--- config.mk ---
export PLATFORM = sky130hd
export DESIGN_NAME = pmd_regs
export DESIGN_NICKNAME = d
export VERILOG_FILES = /design/src/core/pmd_pkg.sv /design/src/core/pmd_regs.sv
export VERILOG_INCLUDE_DIRS = /design/src /design/src/core
export SDC_FILE = /design/constraint.sdc
export NUM_CORES = 1
export LEC_CHECK = 0
export BUFFER_PORTS_ARGS = -buffer_cell sky130_fd_sc_hd__clkbuf_2
export CAP_MARGIN = 40
export CORE_MARGIN = 10
export CORE_UTILIZATION = 54
export CTS_BUF_LIST = sky130_fd_sc_hd__clkbuf_8 sky130_fd_sc_hd__clkbuf_16
export CTS_CLUSTER_SIZE = 28
export DETAILED_ROUTE_END_ITERATION = 6
export GPL_TIMING_DRIVEN = 0
export PLACE_DENSITY = 0.81
export SYNTH_ARGS = -nofsm -noshare
export SYNTH_HDL_FRONTEND = slang
export SYNTH_SLANG_ARGS = --single-unit
--- constraint.sdc ---
create_clock -name CLOCK -period 5.2 [get_ports CLOCK]
set_clock_uncertainty 0.05 [all_clocks]
set_input_delay 1.04 -clock CLOCK [delete_from_list [all_inputs] [get_ports CLOCK]]
set_output_delay 1.04 -clock CLOCK [all_outputs]
set_load 0.03 [all_outputs]
--- src/core/pmd_consts.svh ---
// pmd_consts.svh: register offsets, field positions and reset values
// assumes a 5-bit host offset and 8-bit registers on the local bus
// Behaviour
// - every register is eight bits wide except 19h, which holds four; only the data port is wider.
// - data port is 8 or 16 bits, chosen by word transfer select.
// - offsets 01h to 0Fh decode through the current page, others never.
// - page select is command bits 7:6, codes 00 to 11 give pages 0 to 3.
// - offset 17h reads device state, writes go to jam limit count.
// - reading 1Fh fires software reset, writing 1Fh goes to host wakeup.
// - 1Ch reads tx end page, writes vlan id low; 1Dh writes vlan high.
// - 1Eh writes the byte order register, reads are reserved.
// - page 0 offset 04h reads tx status, writes tx page start.
// - page 0 05h/06h write tx byte count, read collisions and rx page.
// - page 0 08h/09h write remote start, read current remote address.
// - page 0 0Ah/0Bh write remote byte count, reads reserved.
// - page 0 0Ch-0Fh read rx status and tallies, write configs and mask.
// - page 0 offset 07h is the interrupt flag register, read and write.
// - page 1 offsets 01h-06h hold six station address bytes.
// - page 1 offset 07h is the current receive page, read and write.
// - page 1 offsets 08h-0Fh hold eight multicast hash bytes.
// - max frame size is 12 bits, low byte at 18h, bits 11:8 at 19h.
`ifndef PMD_CONSTS_SVH
`define PMD_CONSTS_SVH
`define PMD_OFS_CMD 5'h00
`define PMD_OFS_RX_START 5'h01
`define PMD_OFS_RX_STOP 5'h02
`define PMD_OFS_BOUNDARY 5'h03
`define PMD_OFS_TX_PAGE 5'h04
`define PMD_OFS_TX_CNT_LO 5'h05
`define PMD_OFS_TX_CNT_HI 5'h06
`define PMD_OFS_IRQ 5'h07
`define PMD_OFS_REM_LO 5'h08
`define PMD_OFS_REM_HI 5'h09
`define PMD_OFS_RBC_LO 5'h0A
`define PMD_OFS_RBC_HI 5'h0B
`define PMD_OFS_RX_CFG 5'h0C
`define PMD_OFS_TX_CFG 5'h0D
`define PMD_OFS_DATA_CFG 5'h0E
`define PMD_OFS_IRQ_MASK 5'h0F
`define PMD_OFS_PAGED_LAST 5'h0F
`define PMD_OFS_STATION_FIRST 5'h01
`define PMD_OFS_STATION_LAST 5'h06
`define PMD_OFS_RX_PAGE_P1 5'h07
`define PMD_OFS_MCAST_FIRST 5'h08
`define PMD_OFS_DP_EVEN 5'h10
`define PMD_OFS_DP_ODD 5'h11
`define PMD_OFS_IFG1 5'h12
`define PMD_OFS_IFG2 5'h13
`define PMD_OFS_MGMT 5'h14
`define PMD_OFS_BUFFER_TYPE_CONFIG 5'h15
`define PMD_OFS_IFG 5'h16
`define PMD_OFS_JAM 5'h17
`define PMD_OFS_MFS_LO 5'h18
`define PMD_OFS_MFS_HI 5'h19
`define PMD_OFS_FCR 5'h1A
`define PMD_OFS_MCR 5'h1B
`define PMD_OFS_VLAN_LO 5'h1C
`define PMD_OFS_VLAN_HI 5'h1D
`define PMD_OFS_BYTE_ORDER 5'h1E
`define PMD_OFS_WAKE 5'h1F
`define PMD_PS_MSB 7
`define PMD_PS_LSB 6
`define PMD_WTS_BIT 0
`define PMD_RST_CMD 8'h21
`define PMD_RST_BOUNDARY 8'h4C
`endif

--- src/core/pmd_pkg.sv ---
// pmd_pkg: types of the paged register decoder
// assumes the constants header is included by users of offsets
package pmd_pkg;
  typedef enum logic [1:0] {
    PMD_PG0 = 2'b00, PMD_PG1 = 2'b01, PMD_PG2 = 2'b10, PMD_PG3 = 2'b11
  } pmd_page_e;
  typedef enum logic {PMD_BUS_IDLE = 1'b0, PMD_BUS_BUSY = 1'b1} pmd_bus_e;
  typedef struct packed {
    logic [7:0] command, rx_start, rx_stop, boundary, tx_page;
    logic [15:0] tx_cnt, rem_start, rem_cnt;
    logic [7:0] rx_cfg, tx_cfg, data_cfg, irq_mask;
    logic [5:0][7:0] station;
    logic [7:0][7:0] mcast;
    logic [7:0] ifg1, ifg2, mgmt, buffer_type_config, inter_frame_gap, jam;
    logic [11:0] mfs;
    logic [7:0] pause_flow_control, mac_config;
    logic [15:0] vlan;
    logic [7:0] byte_order;
  } pmd_cfg_s;
  typedef struct packed {
    logic [7:0] tx_status, collisions;
    logic [15:0] rem_cur;
    logic [7:0] rx_status, align, crc, lost, dev_state, tx_end_page;
    logic [7:0] irq_set;
    logic rx_page_load;
    logic [7:0] rx_page_val;
    logic [15:0] dp_rdata;
  } pmd_stat_s;
  typedef struct packed {
    pmd_bus_e bus;
    pmd_cfg_s cfg;
    logic [7:0] irq, rx_page;
    logic [15:0] dout;
    logic oe, dp_wr, dp_rd, swrst, wake;
    logic [15:0] dp_wdata;
  } pmd_state_s;
endpackage

--- src/core/pmd_regs.sv ---
// pmd_regs: paged host register map of the mac core
// assumes host strobes synchronous to CLOCK, core status in CORE_STAT
`timescale 1ns/1ns
`include "pmd_consts.svh"
module pmd_regs (
  // clock and reset
  input wire logic CLOCK,
  input wire logic SYS_RST,
  // host local bus
  input wire logic HOST_CS_N,
  input wire logic HOST_RD_N,
  input wire logic HOST_WR_N,
  input wire logic [4:0] HOST_ADDR,
  input wire logic [15:0] HOST_DATA_IN,
  output logic [15:0] HOST_DATA_OUT,
  output logic HOST_DATA_OE,
  // mac core side
  input pmd_pkg::pmd_stat_s CORE_STAT,
  output pmd_pkg::pmd_cfg_s CFG,
  output logic [7:0] IRQ_FLAGS,
  output logic [7:0] RX_CUR_PAGE,
  output logic DP_WR_STB,
  output logic [15:0] DP_WDATA,
  output logic DP_RD_STB,
  output logic SOFT_RST_STB,
  output logic WAKE_STB
);
  import pmd_pkg::*;

  pmd_state_s s_q;
  pmd_state_s s_d;
  logic rd_req;
  logic wr_req;
  logic rd_start;
  logic wr_start;
  logic is_dp;
  logic word_transfer_select;
  logic [7:0] wd;
  logic [3:0] wnib;
  logic [7:0] irq_clr;
  pmd_page_e page;

  // byte seen by a host read at offset a
  function automatic logic [7:0] rd_byte(
    input logic [4:0] a,
    input pmd_page_e pg,
    input pmd_state_s s,
    input pmd_stat_s c
  );
    logic [7:0] v;
    v = 8'h00;
    if (a == `PMD_OFS_CMD) begin
      v = s.cfg.command;
    end else if (a <= `PMD_OFS_PAGED_LAST) begin
      if (pg == PMD_PG0) begin
        if (a == `PMD_OFS_RX_START) v = s.cfg.rx_start;
        else if (a == `PMD_OFS_RX_STOP) v = s.cfg.rx_stop;
        else if (a == `PMD_OFS_BOUNDARY) v = s.cfg.boundary;
        else if (a == `PMD_OFS_TX_PAGE) v = c.tx_status;
        else if (a == `PMD_OFS_TX_CNT_LO) v = c.collisions;
        else if (a == `PMD_OFS_TX_CNT_HI) v = s.rx_page;
        else if (a == `PMD_OFS_IRQ) v = s.irq;
        else if (a == `PMD_OFS_REM_LO) v = c.rem_cur[7:0];
        else if (a == `PMD_OFS_REM_HI) v = c.rem_cur[15:8];
        else if (a == `PMD_OFS_RX_CFG) v = c.rx_status;
        else if (a == `PMD_OFS_TX_CFG) v = c.align;
        else if (a == `PMD_OFS_DATA_CFG) v = c.crc;
        else if (a == `PMD_OFS_IRQ_MASK) v = c.lost;
        else v = 8'h00;
      end else if (pg == PMD_PG1) begin
        if (a <= `PMD_OFS_STATION_LAST) begin
          v = s.cfg.station[3'(a - `PMD_OFS_STATION_FIRST)];
        end else if (a == `PMD_OFS_RX_PAGE_P1) begin
          v = s.rx_page;
        end else begin
          v = s.cfg.mcast[3'(a - `PMD_OFS_MCAST_FIRST)];
        end
      end else begin
        v = 8'h00;
      end
    end else if (a == `PMD_OFS_IFG1) v = s.cfg.ifg1;
    else if (a == `PMD_OFS_IFG2) v = s.cfg.ifg2;
    else if (a == `PMD_OFS_MGMT) v = s.cfg.mgmt;
    else if (a == `PMD_OFS_BUFFER_TYPE_CONFIG) v = s.cfg.buffer_type_config;
    else if (a == `PMD_OFS_IFG) v = s.cfg.inter_frame_gap;
    else if (a == `PMD_OFS_JAM) v = c.dev_state;
    else if (a == `PMD_OFS_MFS_LO) v = s.cfg.mfs[7:0];
    else if (a == `PMD_OFS_MFS_HI) v = {4'h0, s.cfg.mfs[11:8]};
    else if (a == `PMD_OFS_FCR) v = s.cfg.pause_flow_control;
    else if (a == `PMD_OFS_MCR) v = s.cfg.mac_config;
    else if (a == `PMD_OFS_VLAN_LO) v = c.tx_end_page;
    else v = 8'h00;
    return v;
  endfunction

  assign rd_req = !HOST_CS_N && !HOST_RD_N;
  assign wr_req = !HOST_CS_N && !HOST_WR_N && HOST_RD_N;
  assign rd_start = rd_req && (s_q.bus == PMD_BUS_IDLE);
  assign wr_start = wr_req && (s_q.bus == PMD_BUS_IDLE);
  assign is_dp = (HOST_ADDR == `PMD_OFS_DP_EVEN) || (HOST_ADDR == `PMD_OFS_DP_ODD);
  assign word_transfer_select = s_q.cfg.data_cfg[`PMD_WTS_BIT];
  assign wd = HOST_DATA_IN[7:0];
  assign wnib = HOST_DATA_IN[3:0];
  assign page = pmd_page_e'(s_q.cfg.command[`PMD_PS_MSB:`PMD_PS_LSB]);
  assign irq_clr = (wr_start && page == PMD_PG0 && HOST_ADDR == `PMD_OFS_IRQ) ? wd : 8'h00;

  always_comb begin
    s_d = s_q;
    s_d.dp_wr = 1'b0;
    s_d.dp_rd = 1'b0;
    s_d.swrst = 1'b0;
    s_d.wake = 1'b0;
    s_d.bus = (rd_req || wr_req) ? PMD_BUS_BUSY : PMD_BUS_IDLE;
    // read path: capture once at start, hold while strobe stays low
    s_d.oe = rd_req;
    if (rd_start) begin
      if (is_dp) begin
        s_d.dout = word_transfer_select ? CORE_STAT.dp_rdata : {8'h00, CORE_STAT.dp_rdata[7:0]};
        s_d.dp_rd = 1'b1;
      end else begin
        s_d.dout = {8'h00, rd_byte(HOST_ADDR, page, s_q, CORE_STAT)};
      end
      s_d.swrst = (HOST_ADDR == `PMD_OFS_WAKE);
    end else if (!rd_req) begin
      s_d.dout = 16'h0000;
    end
    // write path, only the low byte lands in 8-bit registers
    if (wr_start) begin
      if (HOST_ADDR == `PMD_OFS_CMD) begin
        s_d.cfg.command = wd;
      end else if (HOST_ADDR <= `PMD_OFS_PAGED_LAST) begin
        if (page == PMD_PG0) begin
          if (HOST_ADDR == `PMD_OFS_RX_START) s_d.cfg.rx_start = wd;
          else if (HOST_ADDR == `PMD_OFS_RX_STOP) s_d.cfg.rx_stop = wd;
          else if (HOST_ADDR == `PMD_OFS_BOUNDARY) s_d.cfg.boundary = wd;
          else if (HOST_ADDR == `PMD_OFS_TX_PAGE) s_d.cfg.tx_page = wd;
          else if (HOST_ADDR == `PMD_OFS_TX_CNT_LO) s_d.cfg.tx_cnt[7:0] = wd;
          else if (HOST_ADDR == `PMD_OFS_TX_CNT_HI) s_d.cfg.tx_cnt[15:8] = wd;
          else if (HOST_ADDR == `PMD_OFS_REM_LO) s_d.cfg.rem_start[7:0] = wd;
          else if (HOST_ADDR == `PMD_OFS_REM_HI) s_d.cfg.rem_start[15:8] = wd;
          else if (HOST_ADDR == `PMD_OFS_RBC_LO) s_d.cfg.rem_cnt[7:0] = wd;
          else if (HOST_ADDR == `PMD_OFS_RBC_HI) s_d.cfg.rem_cnt[15:8] = wd;
          else if (HOST_ADDR == `PMD_OFS_RX_CFG) s_d.cfg.rx_cfg = wd;
          else if (HOST_ADDR == `PMD_OFS_TX_CFG) s_d.cfg.tx_cfg = wd;
          else if (HOST_ADDR == `PMD_OFS_DATA_CFG) s_d.cfg.data_cfg = wd;
          else if (HOST_ADDR == `PMD_OFS_IRQ_MASK) s_d.cfg.irq_mask = wd;
        end else if (page == PMD_PG1) begin
          if (HOST_ADDR <= `PMD_OFS_STATION_LAST) begin
            s_d.cfg.station[3'(HOST_ADDR - `PMD_OFS_STATION_FIRST)] = wd;
          end else if (HOST_ADDR == `PMD_OFS_RX_PAGE_P1) begin
            s_d.rx_page = wd;
          end else begin
            s_d.cfg.mcast[3'(HOST_ADDR - `PMD_OFS_MCAST_FIRST)] = wd;
          end
        end
      end else if (is_dp) begin
        s_d.dp_wr = 1'b1;
        s_d.dp_wdata = word_transfer_select ? HOST_DATA_IN : {8'h00, wd};
      end else if (HOST_ADDR == `PMD_OFS_IFG1) s_d.cfg.ifg1 = wd;
      else if (HOST_ADDR == `PMD_OFS_IFG2) s_d.cfg.ifg2 = wd;
      else if (HOST_ADDR == `PMD_OFS_MGMT) s_d.cfg.mgmt = wd;
      else if (HOST_ADDR == `PMD_OFS_BUFFER_TYPE_CONFIG) s_d.cfg.buffer_type_config = wd;
      else if (HOST_ADDR == `PMD_OFS_IFG) s_d.cfg.inter_frame_gap = wd;
      else if (HOST_ADDR == `PMD_OFS_JAM) s_d.cfg.jam = wd;
      else if (HOST_ADDR == `PMD_OFS_MFS_LO) s_d.cfg.mfs[7:0] = wd;
      else if (HOST_ADDR == `PMD_OFS_MFS_HI) s_d.cfg.mfs[11:8] = wnib;
      else if (HOST_ADDR == `PMD_OFS_FCR) s_d.cfg.pause_flow_control = wd;
      else if (HOST_ADDR == `PMD_OFS_MCR) s_d.cfg.mac_config = wd;
      else if (HOST_ADDR == `PMD_OFS_VLAN_LO) s_d.cfg.vlan[7:0] = wd;
      else if (HOST_ADDR == `PMD_OFS_VLAN_HI) s_d.cfg.vlan[15:8] = wd;
      else if (HOST_ADDR == `PMD_OFS_BYTE_ORDER) s_d.cfg.byte_order = wd;
      else if (HOST_ADDR == `PMD_OFS_WAKE) s_d.wake = 1'b1;
    end
    // flags: write one clears, a new event in the same cycle wins
    s_d.irq = (s_q.irq & ~irq_clr) | CORE_STAT.irq_set;
    // core advancing the receive page overrides a host write
    if (CORE_STAT.rx_page_load) begin
      s_d.rx_page = CORE_STAT.rx_page_val;
    end
    if (SYS_RST) begin
      s_d = '0;
      s_d.cfg.command = `PMD_RST_CMD;
      s_d.cfg.boundary = `PMD_RST_BOUNDARY;
    end
  end

  always_ff @(posedge CLOCK) begin
    s_q <= s_d;
  end

  assign HOST_DATA_OUT = s_q.dout;
  assign HOST_DATA_OE = s_q.oe;
  assign CFG = s_q.cfg;
  assign IRQ_FLAGS = s_q.irq;
  assign RX_CUR_PAGE = s_q.rx_page;
  assign DP_WR_STB = s_q.dp_wr;
  assign DP_WDATA = s_q.dp_wdata;
  assign DP_RD_STB = s_q.dp_rd;
  assign SOFT_RST_STB = s_q.swrst;
  assign WAKE_STB = s_q.wake;

  // checks
  logic [15:0] dp_rdata;
  logic [7:0] dsr;
  logic [7:0] txs;
  assign dp_rdata = CORE_STAT.dp_rdata;
  assign dsr = CORE_STAT.dev_state;
  assign txs = CORE_STAT.tx_status;
endmodule

# Word level (Yosys, flattened, before mapping)
# Index checks and enable logic that the tools add are counted.
[word_totals] regBits=386 output_inout_bits=385 wordCells=245
[op_classes] add_sub_neg=2 order_cmp=6 eq_ne=36 n_mux=57 n_bitwise=37 reduce_logical=55
[op_table] op="2-to-1 mux 8 bit" n=43
[op_table] op="equality test 5 bit, second input constant" n=16
[op_table] op="2-to-1 mux 16 bit" n=5
[op_table] op="bitwise mux 64 bit" n=1
[op_table] op="binary-select mux 8 bit (select 3 bit)" n=2
[op_table] op="bitwise mux 48 bit" n=1
[op_table] op="demux 8 bit (select 3 bit)" n=2
[op_table] op="equality test 5 x 4 -> 1 bit, second input constant" n=8
[op_table] op="inverter 1 bit" n=34
[op_table] op="AND reduction 17 bit" n=2
[op_table] op="AND reduction 16 bit" n=2
[op_table] op="AND reduction 15 bit" n=2
[op_table] op="AND reduction 14 bit" n=2
[op_table] op="AND reduction 7 bit" n=4
[op_table] op="AND reduction 13 bit" n=2
[op_table] op="AND reduction 12 bit" n=2
[op_table] op="AND reduction 11 bit" n=2
[op_table] op="equality test 5 x 3 -> 1 bit, second input constant" n=4
[op_table] op="AND reduction 10 bit" n=2
[op_table] op="AND reduction 18 bit" n=1
[op_table] op="AND reduction 6 bit" n=3
[op_table] op="AND reduction 9 bit" n=2
[op_table] op="OR reduction 18 bit" n=1
[op_table] op="AND reduction 8 bit" n=2
[op_table] op="25 further kinds" n=48

# Longest topological paths before layout
# Gate-level depths: netlist (run 1).
[depth] depth_word=19 ltp_mapped=15 depth_no_buf=9

# Worst setup path before layout (run 1)
# No wires, ideal clock.
[synth_timing] kind="input -> register" start="in HOST_ADDR[0]" end="reg s_q (netlist bit CFG[0])" setup_time_ns=0.128 arrival_time_ns=4.140 path_slack_ns=0.882 path_stages=11 path_cell_list="buf_2 buf_1 clkinv_1 ha_1 clkbuf_1 or2_1 nand3_1 o2111ai_2 nor4_2 mux2i_1 nor2_1"
[synth_between] elab_chain_cells=4 elab_cells_between_ends=34 classes_between="order compare (1); eq/ne (15); bitwise (15); reduce/logical (3)"
[synth_lines] element="start: declaration" line_no="pmd_regs.sv:13" text="input wire logic [4:0] HOST_ADDR,"
[synth_lines] element="branches (longest 3 deep; another with <= comparator 5 x 4 -> 1 bit)"
[synth_lines] element="AND reduction 17 bit (no line) *"
[synth_lines] element="end signal: assignment" line_no="pmd_regs.sv:188" text="s_q <= s_d;"
[synth_lines] element="end: declaration" line_no="pmd_regs.sv:30" text="pmd_state_s s_q;"
# Mark *: on every way between the ends.
# A chain may end at the register's enable or synchronous reset.

# Worst setup path after layout (run 1)
[layout_timing] start="in HOST_ADDR[0]" end="reg s_q (netlist bit CFG[251])"
[layout_between] elab_chain_cells=3 elab_cells_between_ends=21 classes_between="order compare (1); eq/ne (9); bitwise (9); reduce/logical (2)"
[layout_lines] element="branches (longest 2 deep; another with <= comparator 5 x 4 -> 1 bit)"
[layout_lines] element="AND reduction 13 bit (no line) *"
# Marked as above.

==> impl_metrics.ini, run 1 <==
[power_and_ir_drop]
switchingPower_mw = 1.90
power_frac_seq_pct = 44.3
power.density_nw_per_um2 = 260
p_int_mw = 4.85
combPwrFrac_pct = 11.2
ir_drop_uv = 302
p_clk_share_pct = 44.5
sw_frac_of_total_pct = 28.1
leakagePower_nw = 12.0

[layout]
fin_util_pct = 68.4
register_area_sq_um = 7730
final_nets = 3253
drive_above_1_share_pct = 34.4
multi_input_area_sq_um = 9530
nFillCells = 2931
area_delta_synth_final_pct = 24.3

[yosys]
synth_warnings = 0
async_flop_share_pct = 0
syn_inst = 2513
synth_adder_area_share_pct = 0.300
synth-xor-area-share_pct = 0.0839
synthFlopType = dfxtp_1
synthMuxAreaShare_pct = 14.9
synth.yosys.seq_area_share_pct = 37.0
yosysUniqueCellTypes = 79
syn_area_per_cell_sq_um = 8.31
synthSimpleGateAreaFrac_pct = 17.6
syn_nets = 2657
synth_edf_count = 0
synth_top_family_by_area = simple AND/OR/NAND/NOR gates
synth-compound-area-share_pct = 12.7
synth_area_sq_um = 20900
synth_seq_cells = 386

[timing]
period_minus_slack_ns = 5.19
fin_hold_ws_ns = 0.418
finalWorstSetupSlack_ns = 0.00526
slew_viol_final = 0
finalSetupViolations = 0
slew-limit-headroom_pct = 29.9
clock.fmax_mhz = 193
fin_setup_tns_ns = 0
max_slew.worst_pin.slew_ns = 1.05
rsz0062_at_grt = false
period_share_pct = 99.9
hold_violations = 0

[drt]
ant_nets = 0
avgRoutedWirePerCell_microns = 29.8
firstDrtPassIters = 6
drc = 0
vias_per_cell = 6.28
first_iter_violations = 3388
dr_total_vias = 22956
wl_microns = 109000

[clock_network]
clkSlewWorstSetupHoldPaths_ns = 0.06
postCtsHoldBufs = 0
root_buffer = clkbuf_16
clk_latency_ns = 0.58
cts-buffers-inserted = 40
max-clock-path-buffers = 3
cts_sinks = 386
cts_tree = done
htree_levels = 2

[setup_path]
criticalPathCategory = in -> reg
startpoint_type = primary input
required_ns = 5.56
r2r_cells = 9
crit_arrival_ns = 5.55
endpoint_kind = register
crit_fanout = 19

[grt]
antenna_found_initial = 6
track_usage_pct = 43.9
grt_start_max_net_pins = 20
grt_pass1_wl_microns = 154000
grt-ovfl-total = 0
grt_pass1_vias = 22690

[die]
die_y_microns = 217
die_w_microns = 217
die_area_sq_um = 46900
core-area_sq_um = 37900
initial_utilization_pct = 55.0
io_pins = 524
num_rows = 71

[min_path]
hold_depth = 2
hold_class = reg -> reg

[place]
dp_slack_ns = -1.42
place_hpwl_microns = 84900
gp_congestion = 1.07
port_buffers = 513

[flow_run]
drv_cap = 0

[outcome]
status = finished clean
## power groups by stage
| stage | clock (mW) | sequential, mW | combinational (mW) |
|---|---|---|---|
| 2_1_floorplan | 0 | 3.04 | 0.342 |
| 3_3_place_gp | 0 | 3.06 | 0.668 |
| 3_5_place_dp | 0 | 3.06 | 0.701 |
| 4_1_cts | 2.99 | 2.99 | 0.706 |
| 5_1_grt | 3.11 | 2.99 | 0.753 |
| 6_report | 3.00 | 2.99 | 0.754 |
## worst max-delay path: stages
cell,delay (ns)
clkbuf_2,0.13
clkbuf_4,0.30
clkinv_2,0.28
ha_1,0.25
clkbuf_1,0.51
buf_1,0.63
clkbuf_2,0.54
clkbuf_1,0.63
nand3_1,0.76
mux2i_1,0.34
nor2_1,0.07
## per-layer routing
metal  up-vias  share of wire [%]  track usage [%]
li1       9474                  -                -
met4         2                7.1             25.9
met2      2058                 44             68.9
met5         -              0.017                0
met1     10917                 36             53.5
met3       505                 12             11.3
## stage by stage
stage                     total power [mW]  std cells  cell area (sq um)
after floorplan                       3.39       2513              20900
after global placement                3.72       3537              24100
after detailed placement              3.76       3578              24500
after CTS                             6.68       3652              25900
after global routing                  6.86       3656              25900
final                                 6.75       3658              26000
## sequential cells by signal, summed over array words and instances, names as in the netlist
signal / count
CFG: 332
DP_RD_STB: 1
DP_WDATA: 16
DP_WR_STB: 1
HOST_DATA_OE: 1
HOST_DATA_OUT: 16
IRQ_FLAGS: 8
RX_CUR_PAGE: 8
SOFT_RST_STB: 1
WAKE_STB: 1
s_q: 1
## synth_stat cells, types with 7 or more instances
cell,n,area (sq um)
nor2_1,394,1480
dfxtp_1,386,7730
buf_4,380,2850
mux2i_1,290,2900
nand2_1,192,721
a21oi_1,169,846
clkbuf_1,131,492
nand3_1,69,345
o21ai_0,65,325
nor3_1,32,160
a221oi_1,27,236
buf_2,27,135
nor2b_1,25,156
inv_1,19,71.3
a211oi_1,18,135
buf_1,18,67.6
o211ai_1,18,135
a22oi_1,15,113
nand2b_1,14,87.6
o22ai_1,12,75.1
or3_1,11,68.8
nand4_1,10,62.6
nor4_1,10,62.6
a31oi_1,9,56.3
nand3b_1,9,67.6
mux2_2,8,90.1
o2bb2ai_1,8,70.1
and3_1,7,43.8
## logic make-up (layout without fill, tap and decap cells)
kind of cell	count (synthesis)	count (layout)
XOR/XNOR	2	2
AND/OR/NAND/NOR	823	823
other	0	6
adder cells (fa/ha/maj)	5	5
buffers and inverters	579	1207
AO/OA/AOI/OAI	415	415
multiplexers	303	303
flip-flops	386	386
## final timing paths
check / start / end / slack (ns)
worst max-delay path: HOST_ADDR[0] / CFG[251]$_SDFFE_PP0P_ / 0.005
worst min-delay path: DP_WDATA[11]$_SDFFE_PP0P_ / DP_WDATA[11]$_SDFFE_PP0P_ / 0.42
worst max register to register: CFG[330]$_SDFFE_PP0P_ / CFG[217]$_SDFFE_PP0P_ / 1.44
worst min register to register: DP_WDATA[11]$_SDFFE_PP0P_ / DP_WDATA[11]$_SDFFE_PP0P_ / 0.42
## area by class of cell
class / count / area share (%)
multi-input cells: 1548 / 36.7
flip-flops and latches: 386 / 29.8
plain buffers: 556 / 13.7
repair buffers: 555 / 11.6
clock buffers: 50 / 4.43
well taps: 511 / 2.46
clock inverters: 24 / 0.839
inverters: 22 / 0.323
diodes: 6 / 0.0579
## what timing repair did
item / CTS / global route
pin swaps: 0 / 0
buffers inserted: 1 / 0
gates resized for setup: 5 / 6
setup endpoints to repair: 235 / 48
hold endpoints to repair: 0 / 0
## layout by cell type (no fill, tap or decap), types with 31 or more instances in the layout
cell type,synthesis,layout
mux2i_1,290,290
o21ai_0,65,65
clkbuf_1,131,127
dfxtp_1,386,386
nor2_1,394,394
nand2_1,192,192
clkbuf_2,0,518
nand3_1,69,69
nor3_1,32,32
buf_2,27,31
clkbuf_16,0,41
a21oi_1,169,169
buf_4,380,388
(Power assumes the default switching activity.)
==> run 2: changes to the inputs <==
- GPL_TIMING_DRIVEN: 0 -> not set
==> run 2 against run 1 <==
  * Die area unchanged
  * Design area decreased by 13%
  * Combinational power decreased by 19%
  * Non-clock buffer count decreased by 516
  * Hold slack got worse by 0.013 ns
  * Sequential share of layout area increased by 4.5 points
  * Critical path type unchanged
  * Final cell count decreased by 14%
  * Count of clock-buffer cells in the layout unchanged
  * Total power decreased by 3.1%
  * Wire length decreased by 21%
  * Maximum frequency increased by 23%
  * Worst setup slack improved by 0.97 ns
  * Largest power group is now registers
==> impl_metrics.ini, run 2 (same netlist as run 1, synthesis figures left out) <==
[die]
die_w_microns = 217
die_area_sq_um = 46900
num_rows = 71
io_pins = 524
core-area_sq_um = 37900
die_y_microns = 217
initial_utilization_pct = 55.0

[timing]
slew-limit-headroom_pct = 35.7
hold_violations = 0
fin_hold_ws_ns = 0.405
period_minus_slack_ns = 4.22
fin_setup_tns_ns = 0
clock.fmax_mhz = 237
slew_viol_final = 0
rsz0062_at_grt = false
max_slew.worst_pin.slew_ns = 0.964
period_share_pct = 81.2
finalSetupViolations = 0

[drt]
vias_per_cell = 6.13
firstDrtPassIters = 6
dr_total_vias = 19246
drc = 0
first_iter_violations = 2365
ant_nets = 0
wl_microns = 86200
avgRoutedWirePerCell_microns = 27.5

[clock_network]
cts_sinks = 386
post_cts_buffers = 0
cts-resized-gates = 0
clk_latency_ns = 0.57
max-clock-path-buffers = 3
htree_levels = 2
root_buffer = clkbuf_16
clkSlewWorstSetupHoldPaths_ns = 0.06
postCtsHoldBufs = 0
cts-buffers-inserted = 42
cts_tree = done

[min_path]
hold_end = DP_WDATA[7]$_SDFFE_PP0P_
hold_start = DP_WDATA[7]$_SDFFE_PP0P_
hold_class = reg -> reg
hold_depth = 2

[layout]
nFillCells = 3420
layout_common_cells = clkbuf_2, nor2_1, dfxtp_1
drive_above_1_share_pct = 27.0
fin_util_pct = 59.5
final_nets = 2739
final_common_cell = clkbuf_2
largest_register_ffs = 332
area_delta_synth_final_pct = 8.13

[setup_path]
endpoint_kind = register
r2r_cells = 8
startpoint_type = primary input
r2r_start = s_q[385]$_SDFF_PP0_
crit_arrival_ns = 4.61
slowest_stage = a21boi_0
r2r-end = CFG[222]$_SDFFE_PP0P_
required_ns = 5.59
path_cells = clkbuf_2, inv_1, ha_1, or4b_2, nand4_1, a2111oi_1, a21boi_0, nand4b_1, mux2i_1, nor2_1
criticalPathCategory = in -> reg
crit_fanout = 11
r2r_setup_slack_ns = 1.42
crit_path_max_incr_delay_ns = 0.79

[grt]
grt_pass1_wl_microns = 125000
grt_start_max_net_pins = 95
grt_pass1_vias = 18713
track_usage_pct = 34.7
grt-ovfl-total = 0
antenna_found_initial = 7

[place]
gp_congestion = 0.996
place_hpwl_microns = 64600
port_buffers = 523

[power_and_ir_drop]
ir_drop_uv = 265
power.density_nw_per_um2 = 290
leakagePower_nw = 9.75

[outcome]
status = finished clean

[flow_run]
drv_cap = 0
run 2: cell types whose count changed in the layout (fill, tap and decap cells not counted), moves of 3 or more:
cell	change
clkbuf_2	+4
clkbuf_1	-127
inv_1	-3
buf_6	-16
buf_1	-16
buf_2	-31
buf_12	+3
buf_4	-322
buf_8	-12
run 2: area by class of cell:
| type | count | area (sq um) | share of cell area, % |
|---|---|---|---|
| antenna | 7 | 17.5 | 0.0776 |
| timing repair buffer | 595 | 3240 | 14.4 |
| sequential | 386 | 7730 | 34.2 |
| inverter | 22 | 82.6 | 0.366 |
| clock inverter | 21 | 173 | 0.765 |
| multi-input combinational | 1548 | 9520 | 42.2 |
| clock buffer | 50 | 1170 | 5.19 |
| tap | 511 | 639 | 2.83 |
run 2: critical path, delay by kind of cell:
family          cells  cell delay, ns
buf+inv             2            0.33
simple gates        4            1.23
compound gates      2            1.23
fa+ha+maj           1            0.38
mux                 1            0.39
run 2: where the power goes:
group	leakage, nW	internal [mW]	switching [mW]	total, mW
Clock	0.673	1.70	1.24	2.94
Sequential	3.11	2.97	0.0229	2.99
Combinational	5.96	0.171	0.436	0.607
run 2: per-stage QoR:
| stage | setup WS, ns | instances | area [sq um] | power [mW] |
|---|---|---|---|---|
| after floorplan | 0.882 | 2513 | 20900 | 3.39 |
| after global placement | 0.647 | 3052 | 21100 | 3.63 |
| after detailed placement | 0.559 | 3061 | 21200 | 3.64 |
| after CTS | 1.14 | 3132 | 22600 | 6.54 |
| after global routing | 0.857 | 3139 | 22600 | 6.71 |
| final | 0.979 | 3140 | 22600 | 6.54 |
run 2: metal layers:
layer  routed length (microns)  track usage (%)  vias up  part of all wire (%)
li1                          -                -     8462                     -
met1                     33200             42.6     9270                    38
met2                     40200             56.0     1287                    47
met3                      8890             8.22      225                    10
met4                      3920             17.5        2                   4.5
met5                        12                0        -                 0.014
run 2: how the worst max path moves through the flow:
stage	startpoint	end	slack, ns	depth (start not counted)
2_1_floorplan	HOST_ADDR[0]	CFG[0]$_SDFFE_PP0P_	0.88	11
3_3_place_gp	HOST_ADDR[1]	HOST_DATA_OUT[0]$_SDFFE_PP0P_	0.65	11
3_5_place_dp	HOST_ADDR[1]	CFG[221]$_SDFFE_PP0P_	0.56	10
4_1_cts	HOST_ADDR[1]	CFG[227]$_SDFFE_PP0P_	1.14	10
5_1_grt	HOST_ADDR[1]	CFG[227]$_SDFFE_PP0P_	0.86	10
6_report	HOST_ADDR[1]	CFG[222]$_SDFFE_PP0P_	0.98	10
